**src/common/nvb_pkg.sv**
```systemverilog
package nvb_pkg;

  // ------------------------------------------------------------
  // array geometry
  // ------------------------------------------------------------
  localparam int unsigned DEPTH      = 32;
  localparam int unsigned INDEX_W    = 5;
  localparam int unsigned DATA_W     = 8;

  // ------------------------------------------------------------
  // register decode (data memory bank and address)
  // ------------------------------------------------------------
  localparam logic [7:0] INDEX_ADDR  = 8'h1e;
  localparam logic [7:0] BYTE_ADDR   = 8'h1f;
  localparam logic [7:0] CTRL_ADDR   = 8'h40;
  localparam logic [7:0] CTRL_BANK   = 8'h01;

  // ------------------------------------------------------------
  // control register fields
  // ------------------------------------------------------------
  localparam int unsigned FETCH_GO_BIT   = 0;
  localparam int unsigned FETCH_EN_BIT   = 1;
  localparam int unsigned PROG_GO_BIT    = 2;
  localparam int unsigned PROG_EN_BIT    = 3;

  // ------------------------------------------------------------
  // reset values
  // ------------------------------------------------------------
  localparam logic [3:0] CTRL_RESET  = 4'h0;
  localparam logic [4:0] INDEX_RESET = 5'h00;
  localparam logic [7:0] BYTE_RESET  = 8'h00;

  // ------------------------------------------------------------
  // timing
  // ------------------------------------------------------------
  localparam int unsigned SYS_CLK_HZ   = 10_000_000;
  localparam int unsigned SLOW_RC_HZ   = 32_000;
  localparam int unsigned SLOW_DIV     = SYS_CLK_HZ / SLOW_RC_HZ;
  localparam int unsigned WRITE_TICKS  = 64;
  localparam int unsigned READ_CYCLES  = 2;

  // ------------------------------------------------------------
  // resolved data memory access from the core
  // ------------------------------------------------------------
  typedef struct packed {
    logic       wr;
    logic       rd;
    logic       indirect;
    logic [7:0] bank;
    logic [7:0] addr;
    logic [7:0] wdata;
  } nvb_access_t;

  typedef enum logic [1:0] {
    NVB_IDLE  = 2'b00,
    NVB_FETCH = 2'b01,
    NVB_PROG  = 2'b10
  } nvb_state_t;

endpackage

```
**src/verilog/nvb_data_store.sv**
```systemverilog
// Overview of operation
// - array of 32 bytes, reached one byte at a time via three registers
// - index register holds 5-bit location in bits 4..0, upper bits read zero
// - byte register is full 8-bit read/write data
// - control register sits at 40H of bank 1, indirect access only
// - program enable bit 3 clear means no write to the array
// - bit 2 starts a write only if enable already set; cleared when done
// - fetch enable bit 1 clear means no read from the array; checked only when bit 0 is written, so a read under way still completes
// - bit 0 starts a read only if enable already set; cleared when done
// - read result lands in byte register and stays until the next read or a software write to the byte register
// - write is timed by a slow free running timer, duration unspecified
// - reset clears control, index and byte registers
// - write end sets done flag; requests vector if enabled and stack free
// - done flag clears automatically when serviced
`timescale 1ns/1ps
`default_nettype none

module nvb_data_store #(
  parameter int unsigned DEPTH       = nvb_pkg::DEPTH,
  parameter int unsigned SLOW_DIV    = nvb_pkg::SLOW_DIV,
  parameter int unsigned WRITE_TICKS = nvb_pkg::WRITE_TICKS,
  parameter int unsigned READ_CYCLES = nvb_pkg::READ_CYCLES
) (
  input  wire logic                i_sys_clk,
  input  wire logic                i_sys_rst,
  input  wire nvb_pkg::nvb_access_t i_access,
  output logic [7:0]               o_rdata,
  input  wire logic                i_done_irq_enable,
  input  wire logic                i_global_irq_enable,
  input  wire logic                i_stack_full,
  input  wire logic                i_irq_serviced,
  output logic                     o_done_irq_flag,
  output logic                     o_irq_request,
  output logic                     o_busy
);

  localparam int unsigned RW = $clog2(READ_CYCLES + 1);

  // ------------------------------------------------------------
  // storage and registers
  // ------------------------------------------------------------
  logic [7:0]          mem_reg [DEPTH];
  logic [4:0]          nv_index_reg;
  logic [7:0]          nv_byte_reg;
  logic                program_enable;
  logic                prog_go;
  logic                fetch_enable;
  logic                fetch_go;
  logic [RW-1:0]       fetch_cnt_reg;
  nvb_pkg::nvb_state_t state_reg;
  nvb_pkg::nvb_state_t state_next;
  logic                prog_done;
  logic                prog_busy;
  logic                prog_start;
  logic                fetch_done;

  // ------------------------------------------------------------
  // address decode
  // ------------------------------------------------------------
  function automatic logic hit(input nvb_pkg::nvb_access_t a, input logic [7:0] addr);
    hit = (a.addr == addr);
  endfunction

  logic sel_index;
  logic sel_byte;
  logic sel_ctrl;
  logic wr_ctrl;
  logic ask_fetch;
  logic ask_prog;

  assign sel_index = hit(i_access, nvb_pkg::INDEX_ADDR);
  assign sel_byte  = hit(i_access, nvb_pkg::BYTE_ADDR);
  // control register only through the indirect port with bank one
  assign sel_ctrl  = hit(i_access, nvb_pkg::CTRL_ADDR) && i_access.indirect
                     && (i_access.bank == nvb_pkg::CTRL_BANK);
  assign wr_ctrl   = i_access.wr && sel_ctrl;

  // go only counts if its enable was already set; both go bits together are dropped
  assign ask_fetch = wr_ctrl && i_access.wdata[nvb_pkg::FETCH_GO_BIT] && fetch_enable
                     && !i_access.wdata[nvb_pkg::PROG_GO_BIT];
  assign ask_prog  = wr_ctrl && i_access.wdata[nvb_pkg::PROG_GO_BIT] && program_enable
                     && !i_access.wdata[nvb_pkg::FETCH_GO_BIT];

  // ------------------------------------------------------------
  // operation sequencer
  // ------------------------------------------------------------
  always_comb begin
    state_next = state_reg;
    case (state_reg)
      nvb_pkg::NVB_IDLE: begin
        if (ask_prog) begin
          state_next = nvb_pkg::NVB_PROG;
        end else if (ask_fetch) begin
          state_next = nvb_pkg::NVB_FETCH;
        end
      end
      nvb_pkg::NVB_FETCH: begin
        if (fetch_done) begin
          state_next = nvb_pkg::NVB_IDLE;
        end
      end
      nvb_pkg::NVB_PROG: begin
        if (prog_done) begin
          state_next = nvb_pkg::NVB_IDLE;
        end
      end
      default: begin
        state_next = nvb_pkg::NVB_IDLE;
      end
    endcase
  end

  always_ff @(posedge i_sys_clk) begin
    if (i_sys_rst) begin
      state_reg <= nvb_pkg::NVB_IDLE;
    end else begin
      state_reg <= state_next;
    end
  end

  // never restart the timer while it is still counting out a cut cycle
  assign prog_start = (state_reg == nvb_pkg::NVB_IDLE) && ask_prog && !prog_busy;
  assign fetch_done = (state_reg == nvb_pkg::NVB_FETCH) && (fetch_cnt_reg == RW'(READ_CYCLES - 1));
  assign o_busy     = (state_reg != nvb_pkg::NVB_IDLE);

  // read cycle length counter
  always_ff @(posedge i_sys_clk) begin
    if (i_sys_rst || state_reg != nvb_pkg::NVB_FETCH) begin
      fetch_cnt_reg <= '0;
    end else begin
      fetch_cnt_reg <= fetch_cnt_reg + 1'b1;
    end
  end

  // ------------------------------------------------------------
  // write cycle timer on the slow rate
  // ------------------------------------------------------------
  nvb_prog_timer #(
    .DIV   (SLOW_DIV),
    .TICKS (WRITE_TICKS)
  ) u_prog_timer (
    .i_sys_clk (i_sys_clk),
    .i_sys_rst (i_sys_rst),
    .i_start   (prog_start),
    .o_busy    (prog_busy),
    .o_done    (prog_done)
  );

  // ------------------------------------------------------------
  // control register: enables and self clearing go bits
  // ------------------------------------------------------------
  always_ff @(posedge i_sys_clk) begin
    if (i_sys_rst) begin
      {program_enable, prog_go, fetch_enable, fetch_go} <= nvb_pkg::CTRL_RESET;
    end else begin
      if (wr_ctrl) begin
        program_enable <= i_access.wdata[nvb_pkg::PROG_EN_BIT];
        fetch_enable   <= i_access.wdata[nvb_pkg::FETCH_EN_BIT];
      end
      if (prog_done) begin
        prog_go <= 1'b0;
      end else if (prog_start) begin
        prog_go <= 1'b1;
      end
      if (fetch_done) begin
        fetch_go <= 1'b0;
      end else if ((state_reg == nvb_pkg::NVB_IDLE) && ask_fetch && !ask_prog) begin
        fetch_go <= 1'b1;
      end
    end
  end

  // ------------------------------------------------------------
  // index register
  // ------------------------------------------------------------
  always_ff @(posedge i_sys_clk) begin
    if (i_sys_rst) begin
      nv_index_reg <= nvb_pkg::INDEX_RESET;
    end else if (i_access.wr && sel_index) begin
      nv_index_reg <= i_access.wdata[4:0];
    end
  end

  // ------------------------------------------------------------
  // byte register: software data, replaced by fetched data
  // ------------------------------------------------------------
  always_ff @(posedge i_sys_clk) begin
    if (i_sys_rst) begin
      nv_byte_reg <= nvb_pkg::BYTE_RESET;
    end else if (fetch_done) begin
      nv_byte_reg <= mem_reg[nv_index_reg];
    end else if (i_access.wr && sel_byte) begin
      nv_byte_reg <= i_access.wdata;
    end
  end

  // ------------------------------------------------------------
  // nonvolatile array: committed at write end if still enabled
  // ------------------------------------------------------------
  always_ff @(posedge i_sys_clk) begin
    if (prog_done && program_enable) begin
      mem_reg[nv_index_reg] <= nv_byte_reg;
    end
  end

  // ------------------------------------------------------------
  // write done flag and vector request
  // ------------------------------------------------------------
  always_ff @(posedge i_sys_clk) begin
    if (i_sys_rst) begin
      o_done_irq_flag <= 1'b0;
    end else if (prog_done) begin
      o_done_irq_flag <= 1'b1;                   // set wins over service
    end else if (i_irq_serviced) begin
      o_done_irq_flag <= 1'b0;
    end
  end

  assign o_irq_request = o_done_irq_flag && i_done_irq_enable
                         && i_global_irq_enable && !i_stack_full;

  // ------------------------------------------------------------
  // register read port
  // ------------------------------------------------------------
  always_ff @(posedge i_sys_clk) begin
    if (i_sys_rst) begin
      o_rdata <= 8'h00;
    end else if (i_access.rd) begin
      if (sel_index) begin
        o_rdata <= {3'h0, nv_index_reg};
      end else if (sel_byte) begin
        o_rdata <= nv_byte_reg;
      end else if (sel_ctrl) begin
        o_rdata <= {4'h0, program_enable, prog_go, fetch_enable, fetch_go};
      end else begin
        o_rdata <= 8'h00;
      end
    end
  end

endmodule

`default_nettype wire

```
**src/verilog/nvb_prog_timer.sv**
```systemverilog
`timescale 1ns/1ps
`default_nettype none

module nvb_prog_timer #(
  parameter int unsigned DIV   = nvb_pkg::SLOW_DIV,
  parameter int unsigned TICKS = nvb_pkg::WRITE_TICKS
) (
  input  wire logic i_sys_clk,
  input  wire logic i_sys_rst,
  input  wire logic i_start,
  output logic      o_busy,
  output logic      o_done
);

  localparam int unsigned DW = $clog2(DIV + 1);
  localparam int unsigned TW = $clog2(TICKS + 1);

  logic [DW-1:0] div_reg;
  logic [TW-1:0] tick_reg;
  logic          slow_tick;

  // ------------------------------------------------------------
  // slow rc rate as a free running enable pulse
  // ------------------------------------------------------------
  always_ff @(posedge i_sys_clk) begin
    if (i_sys_rst || div_reg == DW'(DIV - 1)) begin
      div_reg <= '0;
    end else begin
      div_reg <= div_reg + 1'b1;
    end
  end
  assign slow_tick = (div_reg == DW'(DIV - 1));

  // count slow ticks; start phase is unrelated to the tick, as with a free rc
  always_ff @(posedge i_sys_clk) begin
    if (i_sys_rst) begin
      tick_reg <= '0;
      o_busy   <= 1'b0;
      o_done   <= 1'b0;
    end else begin
      o_done <= 1'b0;
      if (i_start && !o_busy) begin
        o_busy   <= 1'b1;
        tick_reg <= '0;
      end else if (o_busy && slow_tick) begin
        if (tick_reg == TW'(TICKS - 1)) begin
          o_busy <= 1'b0;
          o_done <= 1'b1;                       // one cycle completion pulse
        end else begin
          tick_reg <= tick_reg + 1'b1;
        end
      end
    end
  end

endmodule

`default_nettype wire
```
**config.mk**
```make
export PLATFORM = sky130hd
export DESIGN_NAME = nvb_data_store
export DESIGN_NICKNAME = d
export VERILOG_FILES = /design/src/common/nvb_pkg.sv /design/src/verilog/nvb_data_store.sv /design/src/verilog/nvb_prog_timer.sv
export SDC_FILE = /design/constraint.sdc
export NUM_CORES = 1
export LEC_CHECK = 0
export BUFFER_PORTS_ARGS = -buffer_cell sky130_fd_sc_hd__buf_4
export CELL_PAD_IN_SITES_DETAIL_PLACEMENT = 1
export CELL_PAD_IN_SITES_GLOBAL_PLACEMENT = 1
export CORE_AREA = 3 3 185 187
export CTS_CLUSTER_DIAMETER = 40
export DETAILED_ROUTE_END_ITERATION = 12
export DIE_AREA = 0 0 188 190
export GPL_TIMING_DRIVEN = 0
export PLACE_DENSITY = 0.64
export SLEW_MARGIN = 10
export SYNTH_ARGS = -nofsm -noshare
export SYNTH_HDL_FRONTEND = slang
export SYNTH_SLANG_ARGS = --single-unit
```
**constraint.sdc**
```tcl
create_clock -name i_sys_clk -period 4.6 [get_ports i_sys_clk]
set_clock_uncertainty 0.15 [all_clocks]
set_input_delay 1.38 -clock i_sys_clk [delete_from_list [all_inputs] [get_ports i_sys_clk]]
set_output_delay 1.38 -clock i_sys_clk [all_outputs]
set_load 0.03 [all_outputs]
```
==> flow_summary.yaml, run 1 <==
run_status:
  status: "finished clean"
logic_synthesis:
  yosys.area_share.adder: 0.00303
  synthCells: 732
  synth_area_um2: 12400
  synth_largest_type_area_fraction: 0.621
  muxShareOfSynthArea: 0.144
  synth-edff-count: 256
  synth_simple_gate_area_frac: 0.0681
  synth_compound_gate_area_share: 0.0513
  ys_seq_elements: 309
  synth_top_family_by_area: "multiplexers"
  netlist.top_cell.by_area: "sky130_fd_sc_hd__edfxtp_1"
  yosys-top-cells-area: "sky130_fd_sc_hd__edfxtp_1 (62%), sky130_fd_sc_hd__dfxtp_1 (8.6%), sky130_fd_sc_hd__mux4_2 (5.6%)"
  synth_xor_area_frac: 0.00778
  syn_nets: 768
  yosysWarningCount: 0
  postSynth.topFlopCell: "sky130_fd_sc_hd__edfxtp_1"
  synth.lib_cells_used.distinct: 60
  syn_area_per_cell_um2: 16.9
  asyncSetResetFlopFracSynth: 0
  ys_seq_area_frac: 0.706
grt:
  grt.total_usage: 0.168
  first_global_vias: 7205
  grt_overflow_total: 0
  maximum_number_of_pins_on_one_net_before_global_route_repair: 35
  grt_first_pass_wirelength_um: 44900
  number_of_antenna_violations_at_the_first_check_in_global_routing: 0
cts:
  clock_tree.htree_level_count: 2
  cts_made_buffers: 41
  clock_sinks: 309
  postCtsHoldBufs: 0
  worst_skew_pair.late_latency_ps: 530
  postCtsSetupBuffers: 0
  cts_repair_resize_count: 0
  clk_pin_slew_worst_paths_ps: 50
  clock_tree.root_cell: "sky130_fd_sc_hd__clkbuf_16"
  tritoncts: "built"
  clock_path_buffers: 3
die:
  boundaryPins: 44
  placement_rows: 66
  die_area_um2: 35700
  die_width_um: 188
  core_region_area_um2: 32600
  die_height_um: 190
  initial_core_util: 0.380
timing:
  post-route-period-util: 0.738
  final_period_minus_worst_setup_slack_ps: 3390
  final.setup.tns_ps: 0
  timing_worst_slew_pin_value_ps: 882
  final_hold_vios: 0
  grt_setup_unrepaired: "false"
  slew_headroom: 0.410
  final_max_slew_viols: 0
  maxClockFrequency_mhz: 295
  setup_viol: 0
route:
  via_per_inst: 5.24
  dr_total_vias: 6774
  aggregate_routed_wire_length_um: 29800
  drt_pre_antenna_iters: 5
  detail_route.iter0.violations: 560
  post-route-drc-count: 0
  drt-wirelength-per-cell_um: 23.0
  antenna_left: 0
setup_path:
  critPathLaunchType: "input pin"
  reg2reg_setup_slack_ps: 1960
  timing.critical_path.mode_cell: "sky130_fd_sc_hd__buf_4"
  crit_path_end_kind: "primary output"
  critPathMaxFanout: 1
  worst_r2r_path_depth: 2
  worst-endpoint-arrival_ps: 1860
  worst_ep_required_time_ps: 3070
  worstPathCellList: "buf_4 -> and4b_1 -> buf_4"
  worstSetupPathType: "in2out"
  critPathMaxStageDelay_ps: 220
  cpMaxStageDelayCell: "sky130_fd_sc_hd__and4b_1"
worst_hold_path:
  min_path_type: "reg2reg"
  min_path_cells: 1
finish:
  post_route_cells_drive_above_1_share: 0.251
  antenna_cells_inserted: 0
  final-seq-area_um2: 8760
  multi_input_comb_area_um2: 3390
  synthToLayoutAreaGrowth_pct: 18.3
  filler_cell_count: 3180
  largest_register_ffs: 256
  finalNetCount: 853
power:
  cellPowerDensity_nw_per_um2: 423
  fin_total_pwr_mw: 6.20
  vdd_drop_max_mv: 0.229
  p_leak_nw: 4.03
placed_design:
  final_weighted_congestion_of_routability_driven_global_placement: 0.814
  portBuffers: 42
  dp_hpwl_um: 19100
flow_run:
  cap_violations: 0
layer usage:
layer | vias to the layer above | wire length [µm] | part of all wire | track usage
li1 | 3092 | - | - | -
met1 | 3439 | 13400 | 0.45 | 0.231
met2 | 192 | 14000 | 0.47 | 0.275
met3 | 51 | 1730 | 0.058 | 0.0326
met4 | 0 | 622 | 0.021 | 0.0430
met5 | - | 0 | 0 | 0
cell usage in the layout (no fill, tap or decap), drive strengths merged, types with 5 or more instances in the layout:
cell    count
a221oi      8
clkinv     16
nand3      20
nor2b       5
a21oi      13
nand2      17
buf        67
mux4       40
and3        6
o221ai      8
inv        12
a22oi       8
mux2i      52
o31a        5
nor2       66
o31ai       5
nand2b     11
o21ai      12
dfxtp      53
nor3        8
mux2       29
edfxtp    256
xnor2       7
o22ai       5
a221o       5
clkbuf     61
logic make-up after synthesis:
group	Yosys count
muxes	121
and+or+nand+nor	162
AOI/OAI and AO/OA	84
xor gates and xnor gates	11
DFF	309
adders and majority gates	3
buffers and inverters	42
path summary, 6_finish.rpt:
check / startpoint / endpoint
worst max register to register: u_prog_timer.o_done / mem_reg[27][3]
worst max-delay path: i_stack_full / o_irq_request
worst min register to register: fetch_cnt_reg[0] / fetch_cnt_reg[0]
worst min-delay path: fetch_cnt_reg[0] / fetch_cnt_reg[0]
critical path: cells and delay by family:
family,cells,cell delay (ps)
AND/OR/NAND/NOR,1,220
buffers and inverters,2,260
synthesized netlist by cell type, types with 3 or more instances:
cell type and instances:
sky130_fd_sc_hd__nor2b_1 5, sky130_fd_sc_hd__ha_1 3, sky130_fd_sc_hd__o31a_1 5, sky130_fd_sc_hd__o31ai_1 4
sky130_fd_sc_hd__nor4_1 3, sky130_fd_sc_hd__dfxtp_1 53, sky130_fd_sc_hd__and3_1 6, sky130_fd_sc_hd__nor2_1 65
sky130_fd_sc_hd__edfxtp_1 256, sky130_fd_sc_hd__nand3_1 19, sky130_fd_sc_hd__mux4_2 31, sky130_fd_sc_hd__a32oi_1 3
sky130_fd_sc_hd__buf_2 15, sky130_fd_sc_hd__o2111ai_1 3, sky130_fd_sc_hd__clkbuf_1 12, sky130_fd_sc_hd__o22ai_1 5
sky130_fd_sc_hd__a21oi_1 11, sky130_fd_sc_hd__nand2b_1 11, sky130_fd_sc_hd__mux2_2 29, sky130_fd_sc_hd__a22oi_1 8
sky130_fd_sc_hd__buf_4 3, sky130_fd_sc_hd__o21ai_0 12, sky130_fd_sc_hd__o221ai_1 8, sky130_fd_sc_hd__a221o_1 5
sky130_fd_sc_hd__or3_1 3, sky130_fd_sc_hd__nand3b_1 3, sky130_fd_sc_hd__o2bb2ai_1 3, sky130_fd_sc_hd__xor2_1 4
sky130_fd_sc_hd__nand2_1 17, sky130_fd_sc_hd__nor4b_1 3, sky130_fd_sc_hd__nand4_1 4, sky130_fd_sc_hd__mux4_1 9
sky130_fd_sc_hd__a221oi_1 8, sky130_fd_sc_hd__nor3_1 6, sky130_fd_sc_hd__mux2i_1 52, sky130_fd_sc_hd__inv_1 5
sky130_fd_sc_hd__a21o_1 4, sky130_fd_sc_hd__buf_6 3, sky130_fd_sc_hd__xnor2_1 7
power by group:
group          internal [mW]  total (mW)  switching (mW)
registers               2.99        2.99         0.00274
logic                 0.0269      0.0543          0.0273
clock network           1.92        3.15            1.23
total                   4.94        6.20            1.26
through the flow:
step                area [µm²]  setup slack, ps   util  cells  hold WS (ps)
floorplan                12400             1280      -    732           248
global placement         13300             1200  0.406   1216           256
detailed placement       13300             1200  0.406   1216           274
CTS                      14700             1200  0.449   1292           282
global route             14700             1180  0.449   1292           314
finish                   14700             1210  0.449   1292           275
layout make-up:
cell class / instances / share of cell area
tap: 442 / 0.0377
clock inverter: 27 / 0.0172
timing repair buffer: 42 / 0.0215
clock buffer: 49 / 0.0778
multi-input combinational: 381 / 0.232
buffer: 37 / 0.0153
inverter: 5 / 0.00128
sequential: 309 / 0.598
No activity file was read; power rests on OpenSTA's default activity.
==> inputs of run 2 (changes only) <==
PLACE_DENSITY = 0.67   (was 0.64)
clock period = 2.8 ns   (was 4.6 ns; I/O delays follow)
==> flow_summary.yaml, run 2 (synthesis gave the netlist of run 1 again) <==
timing:
  timing_worst_slew_pin_value_ps: 888
  whs_ps: 275
  grt_setup_unrepaired: "false"
  maxClockFrequency_mhz: 371
  slew_headroom: 0.406
  setup_viol: 0
  final_max_slew_viols: 0
  final_hold_vios: 0
  post-route-period-util: 0.964
  crit_path_setup_slack_layout_ps: 102
  final_period_minus_worst_setup_slack_ps: 2700
die:
  initial_core_util: 0.380
  die_height_um: 190
  placement_rows: 66
  die_area_um2: 35700
  boundaryPins: 44
  die_width_um: 188
  core_region_area_um2: 32600
route:
  drt-wirelength-per-cell_um: 23.3
  dr_total_vias: 6920
  aggregate_routed_wire_length_um: 29900
  detail_route.iter0.violations: 596
  post-route-drc-count: 0
  antenna_left: 0
  via_per_inst: 5.39
  drt_pre_antenna_iters: 5
setup_path:
  critPathMaxFanout: 8
  worst-endpoint-arrival_ps: 2680
  worst_ep_required_time_ps: 2780
  timing.critical_path.from: "u_prog_timer.o_done"
  reg2reg_setup_slack_ps: 100
  critPathMaxStageDelay_ps: 970
  worstPathCellList: "nand4_1 -> nor2_1"
  cpMaxStageDelayCell: "sky130_fd_sc_hd__nor2_1"
  worstSetupPathType: "reg2reg"
  critPathLaunchType: "flop"
  timing.rr.start: "u_prog_timer.o_done"
  worst_r2r_path_depth: 2
  crit_path_end_kind: "flop"
finish:
  synthToLayoutAreaGrowth_pct: 17.0
  final_cell_mix: "sky130_fd_sc_hd__edfxtp_1 (256), sky130_fd_sc_hd__nor2_1 (65), sky130_fd_sc_hd__mux2i_1 (52)"
  post_route_cells_drive_above_1_share: 0.246
  antenna_cells_inserted: 0
  finalNetCount: 850
  most_common_cell_after_layout_fill_and_taps_aside: "sky130_fd_sc_hd__edfxtp_1"
  largest_register_ffs: 256
  filler_cell_count: 3177
cts:
  clock_path_buffers: 3
  tritoncts: "built"
  clk_pin_slew_worst_paths_ps: 60
  postCtsSetupBuffers: 0
  clock_tree.root_cell: "sky130_fd_sc_hd__clkbuf_16"
  clock_tree.htree_level_count: 2
  worst_skew_pair.late_latency_ps: 510
  clock_sinks: 309
  cts_made_buffers: 38
  postCtsHoldBufs: 0
  cts_repair_resize_count: 0
placed_design:
  dpl_worst_slack_ps: -62.8
  dp_hpwl_um: 19400
  portBuffers: 42
  final_weighted_congestion_of_routability_driven_global_placement: 0.780
grt:
  number_of_antenna_violations_at_the_first_check_in_global_routing: 0
  maximum_number_of_pins_on_one_net_before_global_route_repair: 35
  first_global_vias: 7407
  grt_overflow_total: 0
  grt.total_usage: 0.167
  grt_first_pass_wirelength_um: 45600
flow_run:
  cap_violations: 0
worst_hold_path:
  min-delay-start: "fetch_cnt_reg[0]"
  min_path_cells: 1
  min_path_type: "reg2reg"
power:
  cellPowerDensity_nw_per_um2: 671
  p_leak_nw: 3.95
  vdd_drop_max_mv: 0.478
  fin_total_pwr_mw: 9.72
run_status:
  status: "finished clean"
## run 2: cell types whose count changed in the layout (fill, tap and decap cells not counted)
cell,delta
sky130_fd_sc_hd__inv_6,+2
sky130_fd_sc_hd__clkinvlp_4,+1
sky130_fd_sc_hd__clkbuf_8,+3
sky130_fd_sc_hd__inv_8,-1
sky130_fd_sc_hd__clkbuf_16,-6
sky130_fd_sc_hd__clkinv_4,-1
sky130_fd_sc_hd__inv_4,-1
sky130_fd_sc_hd__bufinv_16,-1
sky130_fd_sc_hd__clkinv_2,-1
sky130_fd_sc_hd__clkinv_8,-1
sky130_fd_sc_hd__clkbuf_1,+2
sky130_fd_sc_hd__clkinv_1,-4
## run 2: area by class of cell
class,instances,area (µm²),share of cell area
plain buffers,37,224,0.0155
clock buffers,48,1040,0.0718
clock inverters,20,185,0.0128
inverters,5,18.8,0.00130
multi-input cells,381,3390,0.234
flip-flops and latches,309,8760,0.604
well taps,442,553,0.0382
repair buffers,42,315,0.0218
## run 2: routing by layer
metal	GRT usage	wire length, µm	up-vias
met5	0	0	-
met4	0.0522	806	0
met3	0.0267	1540	54
met2	0.284	14600	204
met1	0.222	12900	3575
li1	-	-	3087
## run 2: critical path: cells and delay by family (launching register included)
kind	cells	cell delay (ps)
DFF	1	450
and+or+nand+nor	2	1700
## run 2: final timing paths
kind                                         end
worst max-delay path              mem_reg[31][1]
worst min-delay path            fetch_cnt_reg[0]
worst max register to register    mem_reg[31][1]
worst min register to register  fetch_cnt_reg[0]
## run 2: metrics by stage
stage | TNS [ps] | utilization | instances | area (µm²)
after floorplan | 0 | - | 732 | 12400
after global placement | -31.0 | 0.406 | 1216 | 13300
after detailed placement | -137 | 0.406 | 1216 | 13300
after CTS | 0 | 0.444 | 1284 | 14500
after global routing | 0 | 0.444 | 1284 | 14500
final | 0 | 0.444 | 1284 | 14500
## run 2: report_power, final
part	internal, mW	switching [mW]
sequential	4.91	0.00498
clock	2.78	1.94
combinational	0.0445	0.0452
total	7.73	1.99
==> inputs of run 3 (changes only) <==
ABC_CLOCK_PERIOD_IN_PS = 2800   (was default)
CORE_AREA = 3 3 165 167   (was 3 3 185 187)
DIE_AREA = 0 0 168 170   (was 0 0 188 190)
PLACE_DENSITY = 0.8   (was 0.67)
==> flow_summary.yaml, run 3 (synthesis gave the netlist of run 1 again) <==
setup_path:
  worstSetupPathType: "reg2reg"
  worst_r2r_path_depth: 3
  worst-endpoint-arrival_ps: 2620
  critPathLaunchType: "flop"
  reg2reg_setup_slack_ps: 180
  worst_ep_required_time_ps: 2790
  critPathMaxFanout: 10
  crit_path_end_kind: "flop"
  r2r_end: "mem_reg[16][0]"
  timing.rr.start: "nv_index_reg[4]"
route:
  antenna_left: 0
  post-route-drc-count: 0
  drt-wirelength-per-cell_um: 26.6
  dr_total_vias: 7067
  aggregate_routed_wire_length_um: 31500
  topRoutingLayerUsed: "met4"
  via_per_inst: 5.97
  met1_routed_length_um: 12700
  drt_pre_antenna_iters: 5
  routed_length_on_met3_um: 1900
  met2WireLength_um: 16300
  detail_route.iter0.violations: 722
power:
  p_leak_nw: 4.03
  vdd_drop_max_mv: 0.433
  cellPowerDensity_nw_per_um2: 706
  fin_total_pwr_mw: 10.3
finish:
  filler_cell_count: 2354
  synthToLayoutAreaGrowth_pct: 17.4
  post_route_cells_drive_above_1_share: 0.257
  antenna_cells_inserted: 0
  postLayoutCoreUtil: 0.561
  largest_register_ffs: 256
  most_common_cell_after_layout_fill_and_taps_aside: "sky130_fd_sc_hd__edfxtp_1"
  final_cell_mix: "sky130_fd_sc_hd__edfxtp_1 (256), sky130_fd_sc_hd__nor2_1 (65), sky130_fd_sc_hd__mux2i_1 (52)"
  finalNetCount: 852
grt:
  grt.total_usage: 0.224
  number_of_antenna_violations_at_the_first_check_in_global_routing: 0
  grt_overflow_total: 0
  maximum_number_of_pins_on_one_net_before_global_route_repair: 35
  grt_first_pass_wirelength_um: 48200
  first_global_vias: 7766
cts:
  tritoncts: "built"
  clk_pin_slew_worst_paths_ps: 60
  postCtsSetupBuffers: 0
  clock_tree.htree_level_count: 2
  cts_made_buffers: 40
  worst_skew_pair.late_latency_ps: 530
  clock_tree.root_cell: "sky130_fd_sc_hd__clkbuf_16"
  cts_repair_resize_count: 0
  postCtsHoldBufs: 0
  clock_path_buffers: 3
  clock_sinks: 309
die:
  boundaryPins: 44
  die_width_um: 168
  core_region_area_um2: 25900
  die_height_um: 170
  initial_core_util: 0.478
  placement_rows: 59
  die_area_um2: 28600
placed_design:
  dpl_worst_slack_ps: -13.1
  dp_hpwl_um: 19900
  final_weighted_congestion_of_routability_driven_global_placement: 0.820
  portBuffers: 42
timing:
  maxClockFrequency_mhz: 381
  setup_viol: 0
  post-route-period-util: 0.937
  grt_setup_unrepaired: "false"
  final_period_minus_worst_setup_slack_ps: 2620
  crit_path_setup_slack_layout_ps: 175
  slew_headroom: 0.358
  timing_worst_slew_pin_value_ps: 959
  final_max_slew_viols: 0
  final_hold_vios: 0
flow_run:
  cap_violations: 0
worst_hold_path:
  min_path_cells: 2
  min-delay-start: "fetch_go"
  hold_end: "fetch_go"
  min_path_type: "reg2reg"
run_status:
  status: "finished clean"
run 3: through the flow:
stage	area [µm²]	hold slack, ps	setup TNS [ps]	std cells
floorplan	12400	248	0	732
global placement	13100	255	0	1109
detailed placement	13100	288	-22.9	1109
CTS	14500	318	0	1183
global route	14500	336	0	1183
finish	14500	317	0	1183
run 3: critical path, stage by stage (launching register included):
cell and delay, ps:
sky130_fd_sc_hd__dfxtp_1 310, sky130_fd_sc_hd__clkbuf_1 500, sky130_fd_sc_hd__or3b_2 550, sky130_fd_sc_hd__nor2_1 720
run 3: report_power, final:
part | internal [mW] | leakage, nW | switching, mW | total (mW)
logic | 0.0445 | 1.07 | 0.0464 | 0.0909
clock network | 3.24 | 0.679 | 2.02 | 5.26
registers | 4.91 | 2.28 | 0.00498 | 4.92
total | 8.19 | 4.03 | 2.07 | 10.3
run 3: metal layers:
metal | GRT usage | up-vias
li1 | - | 3097
met1 | 0.292 | 3665
met2 | 0.391 | 256
met3 | 0.0397 | 49
met4 | 0.0608 | 0
met5 | 0 | -
run 3: worst max path at each step:
stage	slack (ps)	depth (start not counted)	from	endpoint
final	180	3	nv_index_reg[4]	mem_reg[16][0]
after global routing	60	8	flop	nv_byte_reg[6]
after CTS	160	3	nv_index_reg[4]	mem_reg[18][7]
after detailed placement	-10	7	i_access[13]	nv_byte_reg[1]
after global placement	9	7	i_access[13]	nv_byte_reg[4]
after floorplan	380	6	i_access[13]	nv_byte_reg[5]
run 3: area by class of cell:
| type | instances | area [µm²] | share of cell area |
|---|---|---|---|
| Buffer | 37 | 224 | 0.0154 |
| Clock buffer | 50 | 1190 | 0.0816 |
| Clock inverter | 24 | 226 | 0.0156 |
| Inverter | 5 | 18.8 | 0.00129 |
| Multi-Input combinational cell | 381 | 3390 | 0.233 |
| Sequential cell | 309 | 8760 | 0.602 |
| Tap cell | 335 | 419 | 0.0288 |
| Timing Repair Buffer | 42 | 315 | 0.0217 |
